===== src/rtl/rsq_map.vh =====
// Constants for the reset status and release sequencer.
// Assumes mclk at 20 MHz; included by bare name.
`ifndef RSQ_MAP_VH
`define RSQ_MAP_VH

// ---------------------------------------------------------------
// Register map
// ---------------------------------------------------------------
`define RSQ_ADDR_W            4
`define RSQ_OFF_STATUS        4'h0
`define RSQ_OFF_OSC           4'h1
`define RSQ_OFF_SEQ           4'h2
`define RSQ_STATUS_RESET      16'h0003
`define RSQ_STATUS_WMASK      16'hc1ff

// ---------------------------------------------------------------
// Status fields
// ---------------------------------------------------------------
`define RSQ_B_TRAP            15
`define RSQ_B_ILLOP           14
`define RSQ_B_REG_SB          8
`define RSQ_B_PIN             7
`define RSQ_B_INSTR           6
`define RSQ_B_WDEN            5
`define RSQ_B_WD_TMO          4
`define RSQ_B_SLEEP           3
`define RSQ_B_IDLE            2
`define RSQ_B_BOR             1
`define RSQ_B_POR             0

// ---------------------------------------------------------------
// Oscillator codes and timing
// ---------------------------------------------------------------
`define RSQ_OSC_FAST_RC       3'h0
`define RSQ_CLK_MHZ           20
`define RSQ_T_POR_US          10
`define RSQ_T_START_REG_US    20
`define RSQ_T_PUT_MS          64
`define RSQ_T_RST_US          20
`define RSQ_T_LOCK_US         20
`define RSQ_T_MON_US          100
`define RSQ_XTAL_COUNT        1024
`define RSQ_CNT_W             24

`endif


===== src/rtl/rsq_timer.v =====
// One-shot down counter for the sequencer delays.
// Assumes load and count widths of RSQ_CNT_W.
`timescale 1ns/1ps
`default_nettype none
`include "rsq_map.vh"

module rsq_timer (
   input  wire                   mclk,
   input  wire                   rst,
   input  wire                   load,
   input  wire [`RSQ_CNT_W-1:0]  count,
   output wire                   busy
);
   reg [`RSQ_CNT_W-1:0] cnt_q;

   always @(posedge mclk) begin
      if (rst) begin
         cnt_q <= {`RSQ_CNT_W{1'b0}};
      end else if (load) begin
         cnt_q <= count;
      end else if (cnt_q != {`RSQ_CNT_W{1'b0}}) begin
         cnt_q <= cnt_q - {{(`RSQ_CNT_W-1){1'b0}}, 1'b1};
      end
   end

   assign busy = (cnt_q != {`RSQ_CNT_W{1'b0}});
endmodule

`default_nettype wire


===== src/rtl/rsq_sequencer.v =====
// Reset status register and system reset release sequencer.
// Assumes reset sources are one-cycle pulses synchronous to mclk.
//
// The implementer's own choices: the register addresses and strobed register access.
`timescale 1ns/1ps
`default_nettype none
`include "rsq_map.vh"

// Summary of operation
// Trap conflict sets bit 15; POR clears
// Illegal op or pointer sets bit 14
// Bits 13..9 always read zero
// Bit 8 puts regulator standby in sleep
// Pin clear sets bit 7; POR clears
// Reset instruction sets bit 6; POR clears
// Watchdog on if bit 5 or cfg
// Timeout sets bit 4; power-save or POR clears
// Sleep sets bit 3, idle bit 2
// Brown-out sets bit 1, resets to one
// Power-on sets bit 0, resets to one
// Software writes flags, never causes reset
// POR clears trap, illop, pin, instr, sleep, idle
// Clock source chosen by reset type
// POR holds power-on, startup, state delays
// Startup 20us regulated else 64ms timer
// Other resets hold only state time; BOR here holds the same power-on, startup and state delays as POR
// Crystal start-up counts 1024 periods
// Clock delays run parallel to reset
// Execution waits for valid system clock
// Failed clock at monitor start uses fast RC
// Monitor waits 100us after reset delays with crystal or PLL source, else starts at once
// System reset low while source active
module rsq_sequencer #(
   parameter [`RSQ_CNT_W-1:0] PUT_CYCLES = `RSQ_T_PUT_MS * 1000 * `RSQ_CLK_MHZ
) (
   input  wire                    mclk,
   input  wire                    rst,
   input  wire [`RSQ_ADDR_W-1:0]  reg_addr,
   input  wire [15:0]             reg_wdata,
   input  wire                    reg_wr,
   input  wire                    reg_rd,
   output reg  [15:0]             reg_rdata,
   input  wire                    por_evt,
   input  wire                    bor_evt,
   input  wire                    master_clear_pin,
   input  wire                    reset_instr,
   input  wire                    wdt_timeout,
   input  wire                    trap_conflict,
   input  wire                    illegal_op,
   input  wire                    power_save_instr,
   input  wire                    power_save_idle,
   input  wire                    wake_evt,
   input  wire                    watchdog_cfg_enable,
   input  wire                    clk_switch_en,
   input  wire                    regulator_en,
   input  wire                    clock_fail_monitor_en,
   input  wire [2:0]              initial_osc_select_cfg,
   input  wire                    src_crystal,
   input  wire                    src_pll,
   input  wire                    osc_clk_edge,
   input  wire                    pll_locked,
   input  wire                    clk_valid,
   output wire                    system_reset_n,
   output wire                    exec_enable,
   output wire                    watchdog_enable,
   output wire                    regulator_standby,
   output reg  [2:0]              current_osc_select,
   output reg                     monitor_active,
   output reg                     osc_fail_trap
);
   // ------------------------------------------------------------
   // Delay counts
   // ------------------------------------------------------------
   localparam [`RSQ_CNT_W-1:0] POR_CYC   = `RSQ_T_POR_US * `RSQ_CLK_MHZ;
   localparam [`RSQ_CNT_W-1:0] STREG_CYC = `RSQ_T_START_REG_US * `RSQ_CLK_MHZ;
   localparam [`RSQ_CNT_W-1:0] RST_CYC   = `RSQ_T_RST_US * `RSQ_CLK_MHZ;
   localparam [`RSQ_CNT_W-1:0] LOCK_CYC  = `RSQ_T_LOCK_US * `RSQ_CLK_MHZ;
   localparam [`RSQ_CNT_W-1:0] MDLY_CYC  = `RSQ_T_MON_US * `RSQ_CLK_MHZ;
   localparam [10:0]           XTAL_MAX  = `RSQ_XTAL_COUNT;

   localparam [3:0] S_RUN  = 4'b0001;
   localparam [3:0] S_HOLD = 4'b0010;
   localparam [3:0] S_MDLY = 4'b0100;
   localparam [3:0] S_MON  = 4'b1000;

   reg  [15:0]            stat_q;
   reg  [15:0]            stat_d;
   reg  [3:0]             state_q;
   reg  [3:0]             state_d;
   reg  [2:0]             osc_ctl_q;
   reg  [10:0]            xtal_q;
   reg                    lock_wait_q;
   reg                    sleep_q;
   wire                   power_event;
   wire                   short_event;
   wire                   any_src;
   wire                   hold_load;
   wire                   lock_load;
   wire                   mdly_load;
   wire                   hold_busy;
   wire                   lock_busy;
   wire                   mdly_busy;
   wire                   clk_ready;
   wire [`RSQ_CNT_W-1:0]  startup_cyc;
   wire [`RSQ_CNT_W-1:0]  hold_cyc;

   assign power_event = por_evt | bor_evt;
   assign short_event = master_clear_pin | reset_instr | wdt_timeout
                      | trap_conflict | illegal_op;
   assign any_src     = power_event | short_event;
   assign startup_cyc = regulator_en ? STREG_CYC : PUT_CYCLES;
   assign hold_cyc    = power_event ? (POR_CYC + startup_cyc + RST_CYC)
                      : (wake_evt && sleep_q) ? startup_cyc
                      : RST_CYC;
   assign hold_load   = any_src | (wake_evt & sleep_q & regulator_en);

   // ------------------------------------------------------------
   // Status register
   // ------------------------------------------------------------
   always @* begin
      stat_d = stat_q;
      if (reg_wr && reg_addr == `RSQ_OFF_STATUS) begin
         stat_d = reg_wdata & `RSQ_STATUS_WMASK;
      end
      if (power_save_instr || power_save_idle) begin
         stat_d[`RSQ_B_WD_TMO] = 1'b0;
      end
      if (por_evt) begin
         stat_d[`RSQ_B_TRAP]  = 1'b0;
         stat_d[`RSQ_B_ILLOP] = 1'b0;
         stat_d[`RSQ_B_PIN]   = 1'b0;
         stat_d[`RSQ_B_INSTR] = 1'b0;
         stat_d[`RSQ_B_WD_TMO] = 1'b0;
         stat_d[`RSQ_B_SLEEP] = 1'b0;
         stat_d[`RSQ_B_IDLE]  = 1'b0;
      end
      if (trap_conflict) stat_d[`RSQ_B_TRAP] = 1'b1;
      if (illegal_op)    stat_d[`RSQ_B_ILLOP] = 1'b1;
      if (master_clear_pin) stat_d[`RSQ_B_PIN] = 1'b1;
      if (reset_instr)   stat_d[`RSQ_B_INSTR] = 1'b1;
      if (wdt_timeout)   stat_d[`RSQ_B_WD_TMO] = 1'b1;
      if (power_save_instr) stat_d[`RSQ_B_SLEEP] = 1'b1;
      if (power_save_idle)  stat_d[`RSQ_B_IDLE] = 1'b1;
      if (bor_evt)       stat_d[`RSQ_B_BOR] = 1'b1;
      if (por_evt)       stat_d[`RSQ_B_POR] = 1'b1;
      stat_d[13:9] = 5'h00;
   end

   always @(posedge mclk) begin
      if (rst) begin
         stat_q <= `RSQ_STATUS_RESET;
      end else begin
         stat_q <= stat_d;
      end
   end

   assign watchdog_enable   = stat_q[`RSQ_B_WDEN] | watchdog_cfg_enable;
   assign regulator_standby = sleep_q & stat_q[`RSQ_B_REG_SB];

   always @(posedge mclk) begin
      if (rst) begin
         sleep_q <= 1'b0;
      end else if (power_save_instr) begin
         sleep_q <= 1'b1;
      end else if (wake_evt || any_src) begin
         sleep_q <= 1'b0;
      end
   end

   // ------------------------------------------------------------
   // Clock source selection
   // ------------------------------------------------------------
   always @(posedge mclk) begin
      if (rst) begin
         osc_ctl_q <= `RSQ_OSC_FAST_RC;
      end else if (monitor_active && !clk_valid && clock_fail_monitor_en) begin
         osc_ctl_q <= `RSQ_OSC_FAST_RC;
      end else if (power_event || !clk_switch_en) begin
         osc_ctl_q <= initial_osc_select_cfg;
      end else if (reg_wr && reg_addr == `RSQ_OFF_OSC) begin
         osc_ctl_q <= reg_wdata[14:12];
      end
   end

   always @(posedge mclk) begin
      if (rst) begin
         current_osc_select <= `RSQ_OSC_FAST_RC;
      end else begin
         current_osc_select <= osc_ctl_q;
      end
   end

   // ------------------------------------------------------------
   // Oscillator start-up and lock, parallel to reset hold
   // ------------------------------------------------------------
   always @(posedge mclk) begin
      if (rst) begin
         xtal_q <= 11'h000;
      end else if (power_event) begin
         xtal_q <= src_crystal ? XTAL_MAX : 11'h000;
      end else if (xtal_q != 11'h000 && osc_clk_edge) begin
         xtal_q <= xtal_q - 11'h001;
      end
   end

   always @(posedge mclk) begin
      if (rst) begin
         lock_wait_q <= 1'b0;
      end else if (power_event) begin
         lock_wait_q <= src_pll;
      end else if (lock_wait_q && xtal_q == 11'h000 && !lock_busy && pll_locked) begin
         lock_wait_q <= 1'b0;
      end
   end

   assign lock_load = power_event & src_pll;
   assign clk_ready = (xtal_q == 11'h000) & !lock_wait_q;
   assign exec_enable = system_reset_n & clk_ready;

   // ------------------------------------------------------------
   // Reset hold and monitor delay
   // ------------------------------------------------------------
   always @* begin
      state_d = state_q;
      case (state_q)
         S_RUN: begin
            if (hold_load) state_d = S_HOLD;
         end
         S_HOLD: begin
            if (!hold_busy && !any_src) begin
               state_d = (src_crystal | src_pll) ? S_MDLY : S_MON;
            end
         end
         S_MDLY: begin
            if (hold_load) state_d = S_HOLD;
            else if (!mdly_busy) state_d = S_MON;
         end
         S_MON: begin
            if (hold_load) state_d = S_HOLD;
         end
         default: state_d = S_HOLD;
      endcase
   end

   always @(posedge mclk) begin
      if (rst) begin
         state_q <= S_HOLD;
      end else begin
         state_q <= state_d;
      end
   end

   assign mdly_load = (state_q == S_HOLD) && (state_d == S_MDLY);
   assign system_reset_n = !(any_src || state_q == S_HOLD);

   always @(posedge mclk) begin
      if (rst) begin
         monitor_active <= 1'b0;
         osc_fail_trap  <= 1'b0;
      end else begin
         monitor_active <= clock_fail_monitor_en && state_d == S_MON;
         osc_fail_trap  <= monitor_active && clock_fail_monitor_en && !clk_valid;
      end
   end

   rsq_timer u_hold (
      .mclk  (mclk),
      .rst   (rst),
      .load  (hold_load),
      .count (hold_cyc),
      .busy  (hold_busy)
   );

   rsq_timer u_lock (
      .mclk  (mclk),
      .rst   (rst),
      .load  (lock_load),
      .count (LOCK_CYC),
      .busy  (lock_busy)
   );

   rsq_timer u_mdly (
      .mclk  (mclk),
      .rst   (rst),
      .load  (mdly_load),
      .count (MDLY_CYC),
      .busy  (mdly_busy)
   );

   // ------------------------------------------------------------
   // Register read port
   // ------------------------------------------------------------
   always @(posedge mclk) begin
      if (rst) begin
         reg_rdata <= 16'h0000;
      end else if (reg_rd) begin
         case (reg_addr)
            `RSQ_OFF_STATUS: reg_rdata <= stat_q;
            `RSQ_OFF_OSC:    reg_rdata <= {1'b0, current_osc_select, 12'h000};
            `RSQ_OFF_SEQ:    reg_rdata <= {10'h000, osc_fail_trap, monitor_active,
                                           state_q};
            default:         reg_rdata <= 16'h0000;
         endcase
      end else begin
         reg_rdata <= 16'h0000;
      end
   end
endmodule

`default_nettype wire


===== config.mk =====
export PLATFORM = sky130hd
export DESIGN_NAME = rsq_sequencer
export DESIGN_NICKNAME = d
export VERILOG_FILES = /design/src/rtl/rsq_timer.v /design/src/rtl/rsq_sequencer.v
export VERILOG_INCLUDE_DIRS = /design/src /design/src/rtl
export SDC_FILE = /design/constraint.sdc
export NUM_CORES = 1
export LEC_CHECK = 0
export BUFFER_PORTS_ARGS = -buffer_cell sky130_fd_sc_hd__buf_2
export CELL_PAD_IN_SITES_DETAIL_PLACEMENT = 1
export CELL_PAD_IN_SITES_GLOBAL_PLACEMENT = 2
export CORE_MARGIN = 2
export CORE_UTILIZATION = 35
export DETAILED_ROUTE_END_ITERATION = 10
export HOLD_SLACK_MARGIN = 0.03
export PLACE_DENSITY_LB_ADDON = 0.25
export SYNTH_ARGS = -nofsm -noshare
export SYNTH_HDL_FRONTEND = slang
export SYNTH_SLANG_ARGS = --single-unit

===== constraint.sdc =====
create_clock -name mclk -period 2.6 [get_ports mclk]
set_input_delay 0.13 -clock mclk [delete_from_list [all_inputs] [get_ports mclk]]
set_output_delay 0.13 -clock mclk [all_outputs]
set_load 0.005 [all_outputs]

# Yosys cells after proc, flatten, opt, wreduce, memory -nomap -nowiden
# Index checks and enable logic that the tools add are counted.
# op_classes
bitwise_logic,16
n_addsub,6
n_eq_ne,8
mux,37
reduce_logical,52
# op_table
op,count
nonzero test 24 bit,3
"subtractor 24 x 1 -> 24 bit, second input constant",3
2-to-1 mux 11 bit,5
2-to-1 mux 24 bit,2
case mux 16 bit (3 select lines),1
2-to-1 mux 21 bit,2
"adder 22 x 9 -> 23 bit, second input constant",1
2-to-1 mux 23 bit,1
"adder 8 x 21 -> 22 bit, first input constant",1
2-to-1 mux 4 bit,5
2-to-1 mux 9 bit,2
nonzero test 3 bit,6
2-to-1 mux 16 bit,1
logical AND 1 bit,14
nonzero test 2 bit,7
OR reduction 2 bit,7
2-to-1 mux 1 bit,12
case mux 4 bit (3 select lines),1
logical NOT 11 bit,1
nonzero test 11 bit,1
"subtractor 11 x 1 -> 11 bit, second input constant",1
2-to-1 mux 3 bit,3
OR 1 bit,9
"== test 4 x 1 -> 1 bit, second input constant",2
10 further kinds,28
# word_totals
in_bits,46
regBits,129
wordCells,144
output_inout_bits,25

# Logic depth before layout (Yosys ltp)
# logic_depth
depth_word,12
ltp_mapped,9

# Modules after synthesis
# Synthesis repeated with hierarchy kept, for this count alone.
# unflattened
hier_cells,750
area_unflattened_um2,6547.5
# by_module_without_submodules
mod,area_per_inst_um2,n_inst,cells_per_inst,seq_area_each_um2
rsq_timer,1433.9,3,162,480.5
rsq_sequencer,2245.9,1,264,980.9

# Worst setup path after synthesis
# OpenSTA, ideal clock, no wires.
# synth_timing
path_type,register -> register
from,reg u_lock.cnt_q[19]
to,reg u_lock.cnt_q[15]
required_ps,2533
path_buffers,2
setup_ps,67
arrival_ps,2178
stages_incl_launch_ff,8
slack_ps,355
path_cell_list,dfxtp_1 -> or4_4 -> or4_4 -> buf_6 -> or2_1 -> buf_6 -> a31o_1 -> a21oi_2
# synth_between
elab_chain_cells,1
# synth_lines
item,line,rtl
start: declaration,rsq_timer.v:14,reg [`RSQ_CNT_W-1:0] cnt_q;
start signal: assignment,rsq_timer.v:18,cnt_q <= {`RSQ_CNT_W{1'b0}};
start signal: assignment,rsq_timer.v:20,cnt_q <= count;
start signal: assignment,rsq_timer.v:22,"cnt_q <= cnt_q - {{(`RSQ_CNT_W-1){1'b0}}, 1'b1};"
nonzero test 24 bit,rsq_timer.v:21,end else if (cnt_q != {`RSQ_CNT_W{1'b0}}) begin
# Every way passes these cells.
# A chain may end at the register's enable or synchronous reset.

# Worst setup path in the final report
# layout_timing
from,reg u_lock.cnt_q[0]
to,reg u_lock.cnt_q[22]
# layout_between
elab_chain_cells,1
elab_cells_between_ends,2
# layout_lines
item,line
subtractor 24 x 1 -> 24 bit / nonzero test 24 bit (equally long branches),"rsq_timer.v:22, rsq_timer.v:21"
# Parallel ways exist; a longest one is shown, timed or not.

==> flow_metrics.env <==
export IMPL_nets=854
export IMPL_clockBufferDepth=2
export IMPL_setup_ws_ns=0.1857
export IMPL_cp_top_family="simple AND/OR/NAND/NOR gates"
export IMPL_grt_max_degree=30
export IMPL_cts_root_buf="clkbuf_16"
export IMPL_syn2layout_area_growth_pct=26.55
export IMPL_crit_slowest_cell="or4b_2"
export IMPL_ir_drop_mv=0.5664
export IMPL_coreArea_mm2=0.01641
export IMPL_cpPeakStageDelay_ns=0.67
export IMPL_tightestPinTransition_ns=0.7242
export IMPL_required_ns=2.88
export IMPL_slew_headroom=0.5160
export IMPL_critPathArrivalTime_ns=2.69
export IMPL_netlist_instances=692
export IMPL_cts_tree="done"
export IMPL_die_area_mm2=0.01769
export IMPL_grt_usage=0.2088
export IMPL_numCtsBuffers=17
export IMPL_die_h_um=133
export IMPL_hold_slack_ns=0.06161
export IMPL_worst_skew_pair_late_latency_ns=0.41
export IMPL_wl_per_cell_um=17.20
export IMPL_first_pass_iters=4
export IMPL_start_util=0.3550
export IMPL_hold_viol_final=0
export IMPL_fmax_ghz=0.4142
export IMPL_synth_edff_count=0
export IMPL_rsz0062_at_grt="no"
export IMPL_cellLeakagePower_nw=2.867
export IMPL_setup_tns_ns=0
export IMPL_utilization=0.4492
export IMPL_crit_path_end_kind="flop"
export IMPL_ys_seq_elements=121
export IMPL_crit_buf_inv=2
export IMPL_worst_setup_path_start_kind="flop"
export IMPL_io_pins=71
export IMPL_grt_overflow_total=0
export IMPL_place_congestion=0.7545
export IMPL_crit_chain="inv_1 -> ha_1 -> or4b_2 -> nor4_2 -> buf_4 -> nor4b_1 -> xnor2_1 -> nor2_1"
export IMPL_path_clk_slew_ns=0.06
export IMPL_syn_cell_area_mm2=0.005824
export IMPL_status="finished, final reports clean"
export IMPL_synthTopCellsByArea="dfxtp_1, nor2_1, a21oi_1"
export IMPL_worstHoldPathType="primary input to flop"
export IMPL_drive_gt1_frac=0.1890
export IMPL_antenna_found_initial=2
export IMPL_synth_warnings=0
export IMPL_synth_most_common_cell="dfxtp_1"
export IMPL_slew_violations=0
export IMPL_setup_viol=0
export IMPL_first_global_vias=5814
export IMPL_num_rows=47
export IMPL_vias=5532
export IMPL_maxCapViolCount=0
export IMPL_numPortBuffers=64
export IMPL_cts_sink_count=121
export IMPL_yosys_top_cells_count="dfxtp_1, nor2_1, nand2_1"
export IMPL_final_antenna_net_count=0
export IMPL_fin_crit_sh=0.9286
export IMPL_synth_largest_area_cell="dfxtp_1"
export IMPL_drt_initial_drc_count=276
export IMPL_cp_max_fo=4
export IMPL_dp_hpwl_um=12750
export IMPL_min_period_ns=2.414
export IMPL_finalClockSkew_ns=0.007152
export IMPL_remaining_drc_errors=0
export IMPL_synthDominantCellAreaShare=0.4159
export IMPL_finalWirelength_um=17800
export IMPL_ys_types=68
export IMPL_ctsHtreeMaxLevel=4
export IMPL_total_power_w=0.008226
export IMPL_yosysSeqAreaShare=0.4159
export IMPL_drt_vias_per_instance=5.345
export IMPL_ys_flop_type="dfxtp_1"
export IMPL_path_class="flop to flop"
export IMPL_dp_slack_ns=0.1775
export IMPL_grt_pass1_wl_um=29820
export IMPL_diodes=0
export IMPL_die_w_um=133
export IMPL_p_per_area_mw_per_mm2=1116
export IMPL_async_flop_share=0
export IMPL_syn_area_per_cell_um2=8.417
## kinds of logic after synthesis
logic type                 count (synthesis)  synth area share
buffers and inverters                     43           0.03308
and+or+nand+nor                          330            0.2999
DFF                                      121            0.4159
adders and majority gates                  6           0.01289
muxes                                      6           0.01031
xor gates and xnor gates                  50           0.07519
AOI/OAI and AO/OA                        135            0.1521
other                                      1         0.0006439
## sequential cells by signal, indices dropped and copies added, names as in the netlist, 3 cells and up
| register | flops |
|---|---|
| current_osc_select | 3 |
| osc_ctl_q | 3 |
| reg_rdata | 13 |
| stat_q | 11 |
| state_q | 4 |
| u_hold.cnt_q | 24 |
| u_lock.cnt_q | 24 |
| u_mdly.cnt_q | 24 |
| xtal_q | 11 |
## worst min-delay path: cells and delay by family
family                 cells  cell delay [ns]
muxes                      1             0.12
buffers and inverters      1             0.10
AOI/OAI and AO/OA          1             0.08
## metrics by stage
step / area (um2) / instances
floorplan: 5832 / 694
global placement: 6528 / 981
detailed placement: 6528 / 981
CTS: 7343 / 1033
global route: 7371 / 1035
finish: 7371 / 1035
## routing by layer
layer  vias to the layer above  global-route usage  share of wire
met4                         2             0.05854          0.012
met5                         -                   0        0.00056
met2                        86              0.3509           0.48
li1                       2718                   -              -
met1                      2705              0.2681           0.47
met3                        21             0.04904          0.037
## power by group
| part | switching, W | internal (W) |
|---|---|---|
| Sequential | 0.000343 | 0.00217 |
| Combinational | 0.00194 | 0.00131 |
| Clock | 0.000879 | 0.00158 |
| Total | 0.00316 | 0.00507 |
## area by class of cell
| class | count | area [um2] |
|---|---|---|
| Clock inverter | 11 | 145.1 |
| Multi-Input combinational cell | 530 | 3229 |
| Sequential cell | 121 | 2422 |
| Inverter | 14 | 52.55 |
| Clock buffer | 21 | 470.5 |
| Tap cell | 220 | 275.3 |
| Timing Repair Buffer | 118 | 775.7 |
| Fill cell | 1954 | 9036 |
## path summary, 6_finish.rpt
check             slack, ns                            end                    startpoint  depth (start not counted)
setup / recovery       0.19  u_lock.cnt_q[22]$_SDFFE_PP0P_  u_lock.cnt_q[0]$_SDFFE_PP0P_                          8
hold reg to reg        0.46         stat_q[8]$_SDFFE_PP0P_        stat_q[8]$_SDFFE_PP0P_                          2
hold / removal         0.06      osc_ctl_q[0]$_SDFFE_PP0P_                 reg_wdata[12]                          3
setup reg to reg       0.19  u_lock.cnt_q[22]$_SDFFE_PP0P_  u_lock.cnt_q[0]$_SDFFE_PP0P_                          8
## layout by cell type, fill, tap and decap left out, types with 10 or more instances in the layout
master	Yosys	routed
xor2_1	25	25
o21ai_0	14	14
nand3_1	22	22
xnor2_1	25	25
nand2b_1	10	10
nor4_1	18	18
dfxtp_1	121	121
nor2_1	98	98
and2_1	11	11
or3_1	12	12
a211oi_1	12	12
clkbuf_16	0	17
buf_4	4	34
buf_2	1	64
a21oi_1	45	45
nor3_1	27	27
nand4_1	12	12
nand2_1	59	59
dlygate4sd3_1	0	20
inv_1	13	13
## repair_timing
| action | in CTS | in global routing |
|---|---|---|
| gates resized for setup | 0 | 2 |
| buffers inserted | 0 | 2 |
| hold buffers | 20 | 0 |
| endpoints found under the hold margin | 19 | 0 |
| setup endpoints to repair | 0 | 3 |
No activity file was read; power rests on OpenSTA's default activity.
